### config.mk
export PLATFORM = sky130hd
export DESIGN_NAME = audio_serial_port_controller
export DESIGN_NICKNAME = d
export VERILOG_FILES = /design/src/hdl/audio_port_pkg.sv /design/src/hdl/audio_queue.sv /design/src/hdl/audio_serial_port_controller.sv
export SDC_FILE = /design/constraint.sdc
export NUM_CORES = 1
export LEC_CHECK = 0
export BUFFER_PORTS_ARGS = -buffer_cell sky130_fd_sc_hd__clkbuf_2
export CORE_ASPECT_RATIO = 0.9
export CORE_UTILIZATION = 36
export CTS_BUF_LIST = sky130_fd_sc_hd__clkbuf_4 sky130_fd_sc_hd__clkbuf_8
export DETAILED_ROUTE_END_ITERATION = 10
export PLACE_DENSITY = 0.6
export SLEW_MARGIN = 20
export SYNTH_ARGS = -nofsm -noshare
export SYNTH_HDL_FRONTEND = slang
export SYNTH_SLANG_ARGS = --single-unit
export TNS_END_PERCENT = 1
### constraint.sdc
create_clock -name clk_i -period 6.3 [get_ports clk_i]
set_clock_uncertainty 0.2 [all_clocks]
set_input_delay 0.315 -clock clk_i [delete_from_list [all_inputs] [get_ports clk_i]]
set_output_delay 0.315 -clock clk_i [all_outputs]
set_load 0.01 [all_outputs]
### src/hdl/audio_port_pkg.sv
// constants shared by the audio serial port controller and its queue
`default_nettype none
package audio_port_pkg;
  ////////////////////////////////////////////////////////////////////////////
  // register byte offsets
  localparam logic [7:0] OFS_CTRL  = 8'h00;
  localparam logic [7:0] OFS_CLK   = 8'h04;
  localparam logic [7:0] OFS_STAT  = 8'h08;
  localparam logic [7:0] OFS_RAW   = 8'h10;
  localparam logic [7:0] OFS_CLR   = 8'h14;
  localparam logic [7:0] OFS_QUEUE = 8'h18;
  ////////////////////////////////////////////////////////////////////////////
  // audio_port_control field positions
  localparam int B_START = 0;
  localparam int B_MUTE  = 1;
  localparam int B_MONO  = 2;
  localparam int B_TRS   = 3;
  localparam int B_MS    = 4;
  localparam int B_FMT   = 5;
  localparam int B_FLUSH = 7;
  localparam int B_DL    = 10;
  localparam int B_TH    = 12;
  localparam int B_EN    = 15;
  localparam int B_CHLEN = 16;
  // audio_port_clock_config field positions
  localparam int B_MCDIV = 0;
  localparam int B_MCOEN = 3;
  localparam int B_MCSEL = 4;
  localparam int B_BCDIV = 8;
  // status and raw flag field positions
  localparam int B_RIGHT = 1;
  localparam int B_THF   = 6;
  localparam int B_FULL  = 10;
  localparam int B_EMPTY = 11;
  localparam int B_LVL   = 12;
  localparam int B_UDF   = 4;
  localparam int B_OVF   = 5;
  localparam int B_THI   = 6;
  ////////////////////////////////////////////////////////////////////////////
  // reset values
  localparam logic [4:0] RST_CHLEN = 5'h1f;
  localparam logic [2:0] RST_TH    = 3'h3;
  localparam logic [1:0] RST_DL    = 2'h1;
  localparam logic [7:0] RST_BCDIV = 8'h01;
  localparam logic [2:0] RST_MCDIV = 3'h0;
  // queue shape
  localparam logic [3:0] QUEUE_DEPTH = 4'h8;
  // frame formats
  localparam logic [1:0] FMT_STD   = 2'h0;
  localparam logic [1:0] FMT_LEFT  = 2'h1;
  localparam logic [1:0] FMT_RIGHT = 2'h2;
endpackage : audio_port_pkg
`default_nettype wire

### src/hdl/audio_queue.sv
// eight word by 32 bit sample queue with flush
`timescale 1ns/1ps
`default_nettype none
module audio_queue
  import audio_port_pkg::*;
(
  // clock and reset
  input  wire logic        clk_i,
  input  wire logic        rst_i,
  // control
  input  wire logic        flush_i,
  input  wire logic        push_i,
  input  wire logic [31:0] push_data_i,
  input  wire logic        pop_i,
  // state
  output logic      [31:0] head_o,
  output logic      [3:0]  level_o,
  output logic             full_o,
  output logic             empty_o
);
  typedef struct packed {
    logic [7:0][31:0] mem;
    logic [2:0]       wr;
    logic [2:0]       rd;
    logic [3:0]       lvl;
  } queue_t;

  queue_t r;
  queue_t next_r;
  logic   do_pop;
  logic   do_push;

  ////////////////////////////////////////////////////////////////////////////
  // push and pop, full writes dropped unless a pop frees a word, empty pops ignored
  always_comb begin
    next_r  = r;
    do_pop  = pop_i && (r.lvl != 4'h0);
    do_push = push_i && ((r.lvl != QUEUE_DEPTH) || do_pop);
    if (do_pop) begin
      next_r.rd = r.rd + 3'h1;
    end
    if (do_push) begin
      next_r.mem[r.wr] = push_data_i;
      next_r.wr        = r.wr + 3'h1;
    end
    next_r.lvl = r.lvl + {3'h0, do_push} - {3'h0, do_pop};
    if (flush_i) begin
      next_r = '0;
    end
  end

  // state register
  always_ff @(posedge clk_i) begin
    if (rst_i) begin
      r <= '0;
    end else begin
      r <= next_r;
    end
  end

  // status views
  assign head_o  = r.mem[r.rd];
  assign level_o = r.lvl;
  assign full_o  = (r.lvl == QUEUE_DEPTH);
  assign empty_o = (r.lvl == 4'h0);

  ////////////////////////////////////////////////////////////////////////////
  // checks
  a_flush_empties: assert property (@(posedge clk_i) disable iff (rst_i)
    flush_i |=> (level_o == 4'h0) && empty_o)
    else $error("flush did not empty the queue");
  a_full_drops: assert property (@(posedge clk_i) disable iff (rst_i)
    (full_o && push_i && !pop_i && !flush_i) |=> full_o && $stable(r.mem))
    else $error("write into full queue was not dropped");
  a_level_range: assert property (@(posedge clk_i) disable iff (rst_i)
    (level_o <= QUEUE_DEPTH) && (empty_o == (level_o == 4'h0)))
    else $error("queue level out of range");
endmodule : audio_queue
`default_nettype wire

### src/hdl/audio_serial_port_controller.sv
// audio serial port: wishbone registers, clock tree, serial engine
`timescale 1ns/1ps
`default_nettype none
// Behaviour
// - master_slave_select 0 makes bit clock and word select; 1 takes them.
// - data pin drives when transmitting, is sampled when receiving.
// - sample width codes give 8, 16, 24 or 32 bits; reset 16.
// - slot lasts slot_bit_count_field plus one bit clocks; reset 32.
// - format 00 standard, 01 left justified, 10 right justified.
// - mono/stereo bit: 0 stereo left and right, 1 mono.
// - mute forces the serial data output low.
// - start bit runs the link, clearing it stops; set it last.
// - port enable hands clock and word select pins to the port.
// - flush bit empties the queue and clears itself.
// - queue holds eight 32-bit words for transmit or receive.
// - threshold field 0 to 7, reset 3, raises a threshold event.
// - master bit clock is master clock over 2n+2, over n+1 when the master divider is 0; divider resets 1.
// - master clock source: system clock or the external pin.
// - master clock is source over 2 for 0, source over 2n otherwise.
// - master clock output enable drives the pin only when set.
// - queue level reports 0 to 8 occupied words.
// - full writes dropped unless a pop frees a word in the same cycle, empty reads give zero, full and empty flags.
// - threshold flag: level below as transmitter, above as receiver.
// - overflow and underflow latch, cleared by writing one.
module audio_serial_port_controller
  import audio_port_pkg::*;
(
  // clock and reset
  input  wire logic        clk_i,
  input  wire logic        rst_i,
  // wishbone slave
  input  wire logic        cyc_i,
  input  wire logic        stb_i,
  input  wire logic        we_i,
  input  wire logic [7:0]  adr_i,
  input  wire logic [3:0]  sel_i,
  input  wire logic [31:0] dat_i,
  output logic      [31:0] dat_o,
  output logic             ack_o,
  // master clock pin
  input  wire logic        master_clock_pin_i,
  output logic             master_clock_pin_o,
  output logic             master_clock_pin_oe_o,
  // bit clock pin
  input  wire logic        bit_clock_pin_i,
  output logic             bit_clock_pin_o,
  output logic             bit_clock_pin_oe_o,
  // word select pin
  input  wire logic        word_select_pin_i,
  output logic             word_select_pin_o,
  output logic             word_select_pin_oe_o,
  // serial data pin
  input  wire logic        serial_data_pin_i,
  output logic             serial_data_pin_o,
  output logic             serial_data_pin_oe_o
);
  typedef enum logic {IDLE, RUN} run_t;

  typedef struct packed {
    logic        ack;
    logic [31:0] rdat;
    logic        start, mute, mono, tx_rx_direction_select, ms, en;
    logic [1:0]  fmt, dl;
    logic [2:0]  th;
    logic [4:0]  chlen;
    logic [7:0]  bcdiv;
    logic        mcsel, mcoen;
    logic [2:0]  mcdiv;
    logic        ovf, udf, thi, thf_prev;
    run_t        run;
    logic [2:0]  mc_cnt;
    logic        mc_lvl, mc_prev;
    logic [7:0]  bc_cnt;
    logic        bclk, bc_prev, ws, ws_last, right;
    logic [4:0]  k;
    logic [5:0]  p_cur;
    logic [1:0]  idx;
    logic [31:0] tx_sh, tx_hold, rx_sh, rx_asm;
    logic        sd, sd_oe, mc_oe, bc_oe, ws_oe, rx_on;
  } state_t;

  state_t      r;
  state_t      next_r;
  logic        q_flush, q_push, q_pop;
  logic [31:0] q_data, q_head;
  logic [3:0]  q_lvl;
  logic        q_full, q_empty;
  logic        req, thf, src_tick, mc_tick, brise, bfall, ws_in, need;
  logic [31:0] m, wv, word, aligned, rxv;
  logic [5:0]  wbits, slen, off, shamt;
  logic [4:0]  kk;
  logic [6:0]  t;

  ////////////////////////////////////////////////////////////////////////////
  // helpers
  function automatic logic [5:0] sample_bits(input logic [1:0] dl);
    logic [2:0] n;
    n = {1'b0, dl} + 3'h1;
    return {n, 3'h0};
  endfunction : sample_bits

  function automatic logic [1:0] last_idx(input logic [1:0] dl);
    return (dl == 2'h0) ? 2'h3 : ((dl == 2'h1) ? 2'h1 : 2'h0);
  endfunction : last_idx

  function automatic logic [31:0] ctrl_word(input state_t s);
    logic [31:0] v;
    v = '0;
    v[B_START] = s.start;
    v[B_MUTE] = s.mute;
    v[B_MONO] = s.mono;
    v[B_TRS] = s.tx_rx_direction_select;
    v[B_MS] = s.ms;
    v[B_FMT+:2] = s.fmt;
    v[B_DL+:2] = s.dl;
    v[B_TH+:3] = s.th;
    v[B_EN] = s.en;
    v[B_CHLEN+:5] = s.chlen;
    return v;
  endfunction : ctrl_word

  function automatic logic [31:0] clk_word(input state_t s);
    logic [31:0] v;
    v = '0;
    v[B_MCDIV+:3] = s.mcdiv;
    v[B_MCOEN] = s.mcoen;
    v[B_MCSEL] = s.mcsel;
    v[B_BCDIV+:8] = s.bcdiv;
    return v;
  endfunction : clk_word

  ////////////////////////////////////////////////////////////////////////////
  // sample queue
  audio_queue audio_queue_inst (
    .clk_i       (clk_i),
    .rst_i       (rst_i),
    .flush_i     (q_flush),
    .push_i      (q_push),
    .push_data_i (q_data),
    .pop_i       (q_pop),
    .head_o      (q_head),
    .level_o     (q_lvl),
    .full_o      (q_full),
    .empty_o     (q_empty)
  );

  ////////////////////////////////////////////////////////////////////////////
  // next state
  always_comb begin
    next_r  = r;
    q_flush = 1'b0;
    q_push  = 1'b0;
    q_pop   = 1'b0;
    q_data  = '0;
    word    = '0;
    aligned = '0;
    rxv     = '0;
    t       = '0;
    off     = '0;
    kk      = r.k;
    need    = 1'b0;
    src_tick = 1'b0;
    mc_tick = 1'b0;
    brise   = 1'b0;
    bfall   = 1'b0;
    m  = {{8{sel_i[3]}}, {8{sel_i[2]}}, {8{sel_i[1]}}, {8{sel_i[0]}}};
    wv = '0;
    req = cyc_i && stb_i && !r.ack;
    wbits = sample_bits(r.dl);
    slen  = 6'({1'b0, r.chlen} + 6'h1);
    shamt = 6'(r.idx * wbits);
    thf = r.tx_rx_direction_select ? (q_lvl > {1'b0, r.th}) : (q_lvl < {1'b0, r.th});
    ws_in = r.ms ? word_select_pin_i : r.ws;
    next_r.ack = req;
    next_r.rdat = '0;
    // bus writes and reads, side effects on the acking edge
    if (req && we_i) begin
      case (adr_i)
        OFS_CTRL: begin
          wv = (ctrl_word(r) & ~m) | (dat_i & m);
          next_r.start = wv[B_START];
          next_r.mute  = wv[B_MUTE];
          next_r.mono  = wv[B_MONO];
          next_r.tx_rx_direction_select   = wv[B_TRS];
          next_r.ms    = wv[B_MS];
          next_r.fmt   = wv[B_FMT+:2];
          next_r.dl    = wv[B_DL+:2];
          next_r.th    = wv[B_TH+:3];
          next_r.en    = wv[B_EN];
          next_r.chlen = wv[B_CHLEN+:5];
          q_flush = dat_i[B_FLUSH] && sel_i[0];
        end
        OFS_CLK: begin
          wv = (clk_word(r) & ~m) | (dat_i & m);
          next_r.mcdiv = wv[B_MCDIV+:3];
          next_r.mcoen = wv[B_MCOEN];
          next_r.mcsel = wv[B_MCSEL];
          next_r.bcdiv = wv[B_BCDIV+:8];
        end
        OFS_CLR: begin
          wv = dat_i & m;
          if (wv[B_THI]) next_r.thi = 1'b0;
          if (wv[B_OVF]) next_r.ovf = 1'b0;
          if (wv[B_UDF]) next_r.udf = 1'b0;
        end
        OFS_QUEUE: begin
          if (!r.tx_rx_direction_select) begin
            q_push = 1'b1;
            q_data = dat_i;
            if (q_full) next_r.ovf = 1'b1;
          end
        end
        default: ;
      endcase
    end else if (req) begin
      case (adr_i)
        OFS_CTRL: next_r.rdat = ctrl_word(r);
        OFS_CLK:  next_r.rdat = clk_word(r);
        OFS_STAT: begin
          next_r.rdat[B_LVL+:4] = q_lvl;
          next_r.rdat[B_EMPTY]  = q_empty;
          next_r.rdat[B_FULL]   = q_full;
          next_r.rdat[B_THF]    = thf;
          next_r.rdat[B_RIGHT]  = r.right;
        end
        OFS_RAW: begin
          next_r.rdat[B_THI] = r.thi;
          next_r.rdat[B_OVF] = r.ovf;
          next_r.rdat[B_UDF] = r.udf;
        end
        OFS_QUEUE: begin
          if (r.tx_rx_direction_select) begin
            q_pop = 1'b1;
            next_r.rdat = q_empty ? 32'h0 : q_head;
            if (q_empty) next_r.udf = 1'b1;
          end
        end
        default: ;
      endcase
    end
    // threshold crossing latches its event
    next_r.thf_prev = thf;
    if (thf && !r.thf_prev) next_r.thi = 1'b1;
    // master clock from system clock or external pin edge
    next_r.mc_prev = master_clock_pin_i;
    src_tick = r.mcsel ? (master_clock_pin_i && !r.mc_prev) : 1'b1;
    if (r.en && src_tick) begin
      if (r.mcdiv == 3'h0) begin
        mc_tick = 1'b1;
        next_r.mc_lvl = !r.mc_lvl;
      end else if (r.mc_cnt == r.mcdiv - 3'h1) begin
        next_r.mc_cnt = 3'h0;
        next_r.mc_lvl = !r.mc_lvl;
        mc_tick = !r.mc_lvl;
      end else begin
        next_r.mc_cnt = r.mc_cnt + 3'h1;
      end
    end
    // bit clock edges, made here or seen on the pin
    next_r.bc_prev = bit_clock_pin_i;
    if (r.ms) begin
      brise = bit_clock_pin_i && !r.bc_prev;
      bfall = !bit_clock_pin_i && r.bc_prev;
    end else if (mc_tick && r.run == RUN) begin
      if (r.bc_cnt == r.bcdiv) begin
        next_r.bc_cnt = 8'h0;
        next_r.bclk = !r.bclk;
        brise = !r.bclk;
        bfall = r.bclk;
      end else begin
        next_r.bc_cnt = r.bc_cnt + 8'h1;
      end
    end
    case (r.run)
      IDLE: begin
        next_r.bclk = 1'b0;
        next_r.bc_cnt = 8'h0;
        next_r.ws = 1'b1;
        next_r.ws_last = ws_in;
        next_r.right = 1'b1;
        next_r.k = r.chlen;
        next_r.p_cur = 6'h3f;
        next_r.idx = 2'h0;
        next_r.rx_asm = '0;
        next_r.rx_on = 1'b0;
        next_r.sd = 1'b0;
        if (r.en && r.start) next_r.run = RUN;
      end
      RUN: begin
        if (!(r.en && r.start)) next_r.run = IDLE;
        if (bfall) begin
          // slot counter, word select flips at slot start
          if (r.ms && ws_in != r.ws_last) begin
            kk = 5'h0; // slot opens at the word select change
            next_r.right = ws_in;
          end else if (r.k == r.chlen) begin
            kk = 5'h0;
            if (!r.ms) begin
              next_r.ws = !r.ws;
              next_r.right = !r.ws;
            end
          end else begin
            kk = r.k + 5'h1;
          end
          next_r.k = kk;
          next_r.ws_last = ws_in;
          // msb offset per format
          case (r.fmt)
            FMT_STD:   off = 6'h1;
            FMT_RIGHT: off = slen - wbits;
            default:   off = 6'h0;
          endcase
          t = {2'h0, kk} + {1'b0, slen} - {1'b0, off};
          if (t >= {1'b0, slen}) t = t - {1'b0, slen};
          next_r.p_cur = t[5:0];
          need = !r.mono || !next_r.right;
          if (!r.tx_rx_direction_select) begin
            if (t[5:0] == 6'h0) begin
              if (need) begin
                if (r.idx == 2'h0) begin
                  q_pop = 1'b1;
                  word = q_empty ? 32'h0 : q_head;
                  if (q_empty) next_r.udf = 1'b1;
                  next_r.tx_hold = word;
                end else begin
                  word = r.tx_hold;
                end
                aligned = (word >> shamt) << (6'd32 - wbits);
                next_r.idx = (r.idx == last_idx(r.dl)) ? 2'h0 : r.idx + 2'h1;
              end
              next_r.sd = aligned[31];
              next_r.tx_sh = aligned << 1;
            end else if (t[5:0] < wbits) begin
              next_r.sd = r.tx_sh[31];
              next_r.tx_sh = r.tx_sh << 1;
            end else begin
              next_r.sd = 1'b0;
            end
          end
        end
        // receive side samples on the rising edge
        if (brise && r.tx_rx_direction_select && r.p_cur < wbits && (!r.mono || !r.right)) begin
          rxv = {r.rx_sh[30:0], serial_data_pin_i};
          next_r.rx_sh = rxv;
          if (r.p_cur == 6'h0) next_r.rx_on = 1'b1; // a whole sample has begun
          if (r.p_cur == wbits - 6'h1 && r.rx_on) begin
            rxv = (rxv << (6'd32 - wbits)) >> (6'd32 - wbits);
            wv = r.rx_asm | (rxv << shamt);
            if (r.idx == last_idx(r.dl)) begin
              q_push = 1'b1;
              q_data = wv;
              if (q_full) next_r.ovf = 1'b1;
              next_r.rx_asm = '0;
              next_r.idx = 2'h0;
            end else begin
              next_r.rx_asm = wv;
              next_r.idx = r.idx + 2'h1;
            end
          end
        end
      end
      default: next_r.run = IDLE;
    endcase
    if (next_r.mute || next_r.tx_rx_direction_select) next_r.sd = 1'b0;
    // pin ownership
    next_r.bc_oe = r.en && !r.ms;
    next_r.ws_oe = r.en && !r.ms;
    next_r.mc_oe = r.en && r.mcoen;
    next_r.sd_oe = r.en && !r.tx_rx_direction_select;
  end

  ////////////////////////////////////////////////////////////////////////////
  // state register
  always_ff @(posedge clk_i) begin
    if (rst_i) begin
      r       <= '0;
      r.dl    <= RST_DL;
      r.chlen <= RST_CHLEN;
      r.th    <= RST_TH;
      r.bcdiv <= RST_BCDIV;
      r.mcdiv <= RST_MCDIV;
      r.ws    <= 1'b1;
      r.right <= 1'b1;
      r.p_cur <= 6'h3f;
      r.run   <= IDLE;
    end else begin
      r <= next_r;
    end
  end

  // outputs straight from the state register
  assign dat_o                 = r.rdat;
  assign ack_o                 = r.ack;
  assign master_clock_pin_o    = r.mc_lvl;
  assign master_clock_pin_oe_o = r.mc_oe;
  assign bit_clock_pin_o       = r.bclk;
  assign bit_clock_pin_oe_o    = r.bc_oe;
  assign word_select_pin_o     = r.ws;
  assign word_select_pin_oe_o  = r.ws_oe;
  assign serial_data_pin_o     = r.sd;
  assign serial_data_pin_oe_o  = r.sd_oe;

  ////////////////////////////////////////////////////////////////////////////
  // checks
  a_mute_data_low: assert property (@(posedge clk_i) disable iff (rst_i)
    r.mute |-> !serial_data_pin_o)
    else $error("data driven while muted");
  a_master_pins_drive: assert property (@(posedge clk_i) disable iff (rst_i)
    (r.en && !r.ms) |=> bit_clock_pin_oe_o && word_select_pin_oe_o)
    else $error("master pins not driven");
  a_slave_pins_float: assert property (@(posedge clk_i) disable iff (rst_i)
    r.ms |=> !bit_clock_pin_oe_o && !word_select_pin_oe_o)
    else $error("slave drives clock pins");
  a_rx_data_float: assert property (@(posedge clk_i) disable iff (rst_i)
    r.tx_rx_direction_select |=> !serial_data_pin_oe_o && !serial_data_pin_o)
    else $error("receiver drives data pin");
  a_mclk_oe_off: assert property (@(posedge clk_i) disable iff (rst_i)
    (!r.mcoen || !r.en) |=> !master_clock_pin_oe_o)
    else $error("master clock pin driven while disabled");
  a_ack_single: assert property (@(posedge clk_i) disable iff (rst_i)
    ack_o |=> !ack_o)
    else $error("ack held longer than one cycle");
  a_bus_overflow: assert property (@(posedge clk_i) disable iff (rst_i)
    (req && we_i && adr_i == OFS_QUEUE && !r.tx_rx_direction_select && q_full) |=> r.ovf)
    else $error("overflow not latched");
  a_reset_fields: assert property (@(posedge clk_i) disable iff (rst_i)
    $fell(rst_i) |-> r.dl == RST_DL && r.chlen == RST_CHLEN && r.th == RST_TH)
    else $error("control fields wrong after reset");
  a_idle_ws_high: assert property (@(posedge clk_i) disable iff (rst_i)
    (r.run == IDLE && !r.start) |=> word_select_pin_o && !bit_clock_pin_o)
    else $error("link not stopped while start clear");
endmodule : audio_serial_port_controller
`default_nettype wire

==> impl_metrics.ini <==
[detailed_routing]
wire_per_inst_um = 20.1
ant_nets = 0
drc_errors = 0
top_layer_used = met5
vias = 21200
dr_wl_met2_mm = 32.4
wl_met1_mm = 37.4
dr_wl_met3_mm = 6.77
drt_iter0_markers = 2064
drt-pass1-iter-count = 5
via_per_inst = 5.44
routed_wirelength_mm = 78.3

[timing]
setup_tns_ps = 0
fin_crit_sh = 0.967
worst_pin_slew_ps = 1130
layout_min_cycle_time_ps = 6090
layout_setup_ws_ps = 205
finalSetupViolCount = 0
rsz0062_at_grt = yes
hold_violations = 0
drv_slew = 0
slew_headroom = 0.244
fmax_ghz = 0.164

[synthesis]
synth_ff_type = dfxtp_1
syn_inst = 2806
synth_warnings = 0
synth_cell_types = 87
synth_async_sr_flop_share = 0
synth_seq_area_share = 0.396
synth-edff-count = 0
syn_nets = 2907
ys_seq_elements = 497
syn-mean-instance-area_sq_um = 8.96
synth_area_sq_um = 25200

[placement]
placedCellCount = 3711
io_buffer_count = 92
dpl_worst_slack_ps = 92.0
dpl_cell_area_sq_um = 26500
hpwl_mm = 54.6
place.gp.congestion = 0.933

[power_and_ir_drop]
p_leak_nw = 11.8
vdd_drop_max_mv = 0.142
pwr_density_cell_nw_per_um2 = 229
power_mw = 6.60

[finish]
mostFrequentLayoutCell = dfxtp_1
layout_common_cells = dfxtp_1, nand2_1, mux2i_1, nor2_1, a21oi_1
nNetsFinal = 3005
syn2layout_area_growth_pct = 14.4
layout.cells.non_filler = 3895
final_area_sq_um = 28800
drive_above_1_share = 0.154

[worst_setup_path]
crit_path_max_fanout = 6
crit_arrival_ps = 6460
crit_path_frequent_cell = ha_1
path_buf_inv = 3
cp.required_ps = 6660
crit_type = flip-flop to flip-flop
cp_slowest_cell = dfxtp_2
path_delay_family = adder cells
cpPeakStageDelay_ps = 350
end_kind = flip-flop
startpoint_type = flip-flop

[global_routing]
grt_pass1_vias = 19700
antenna_found_initial = 7
grt-ovfl-total = 0
grt_max_degree = 174
grt_pass1_wl_mm = 120
grt_usage = 0.219

[clocking]
root_buffer = clkbuf_8
cts_tree = done
clk_latency_ps = 680
cts_inserted_buffers = 83
path_clk_slew_ps = 70
htree_levels = 3
clkSinkCount = 497
clockBufferDepth = 3

[floorplan]
core_sq_um = 68800
die_x_um = 281
start_util = 0.366
ios = 94
die_area_sq_um = 70900
row_count = 91
die_h_um = 253

[flow_run]
cap_violations = 0

[status]
status = finished, final reports clean

[worst_hold_path]
hold_path_class = input port to flip-flop
[kinds of logic after synthesis]
group | synth area share
adder cells (fa/ha/maj) | 0.0266
AND/OR/NAND/NOR | 0.165
AO/OA/AOI/OAI | 0.129
XOR/XNOR | 0.0209
flip-flops | 0.396
buffers and inverters | 0.0543
multiplexers | 0.208
[sequential cells by signal (all words and copies together) (netlist names), named ones only]
signal and flops:
audio_queue_inst.r 262, r 162, dat_o 32, audio_queue_inst.level_o 4
ack_o 1, bit_clock_pin_o 1, master_clock_pin_o 1, master_clock_pin_oe_o 1
serial_data_pin_o 1, serial_data_pin_oe_o 1, word_select_pin_o 1, word_select_pin_oe_o 1
[Yosys cell counts, types with 26 or more instances]
cell	n	share of area
nor2_1	283	0.042
a21oi_1	144	0.029
clkbuf_1	125	0.019
xnor2_1	33	0.011
and3_1	26	0.0065
mux2i_1	428	0.17
dfxtp_1	497	0.40
ha_1	43	0.021
nor3_1	50	0.0099
mux4_2	35	0.031
buf_4	36	0.011
inv_1	49	0.0073
o21ai_0	119	0.024
a22oi_1	51	0.015
nand3_1	39	0.0078
nand2_1	454	0.068
[area by class of cell]
cell class / instances / area (sq um)
Clock inverter: 12 / 77.6
Clock buffer: 132 / 1640
Inverter: 54 / 203
Multi-Input combinational cell: 2036 / 14000
Timing Repair Buffer: 232 / 1730
Tap cell: 930 / 1160
Sequential cell: 497 / 9960
Antenna cell: 2 / 5.00
Fill cell: 6966 / 40000
[metrics by stage]
step | utilization | hold slack [ps]
after floorplan | - | 232
after global placement | 0.386 | 242
after detailed placement | 0.386 | 245
after CTS | 0.416 | 8.71
after global routing | 0.419 | 58.5
final | 0.419 | 54.8
[per-layer routing]
| metal | vias up | global-route usage |
|---|---|---|
| li1 | 10100 | - |
| met1 | 10200 | 0.324 |
| met2 | 791 | 0.315 |
| met3 | 107 | 0.0518 |
| met4 | 4 | 0.0568 |
| met5 | - | 0 |
[timing repair]
| item | in CTS | in global routing |
|---|---|---|
| hold buffers | 35 | 0 |
| gates resized for setup | 0 | 35 |
| setup buffers | 0 | 3 |
| hold endpoints to repair | 63 | 0 |
| endpoints found under the setup margin | 0 | 325 |
[worst min-delay path, cell delays in order]
cell and delay (ps):
clkbuf_2 70, or4_1 130, nor3_1 130, a21oi_1 160
nor2_1 60
[report_power, final]
| part | internal, mW | total (mW) | switching [mW] | leakage (nW) |
|---|---|---|---|---|
| registers | 3.15 | 3.15 | 0.00345 | 4.00 |
| clock network | 1.65 | 3.01 | 1.36 | 0.910 |
| logic | 0.177 | 0.443 | 0.266 | 6.91 |
[final timing paths]
check	to	start	slack [ps]	cells past startpoint
max reg2reg	audio_queue_inst.level_o[2]$_SDFF_PP0_	flip-flop	210	28
min reg2reg	r[127]$_SDFFE_PP0P_	r[127]$_SDFFE_PP0P_	260	2
max	audio_queue_inst.level_o[2]$_SDFF_PP0_	flip-flop	210	28
min	dat_o[12]$_SDFF_PP0_	adr_i[6]	50	5
Note: power is estimated with default switching activity, not from simulation.
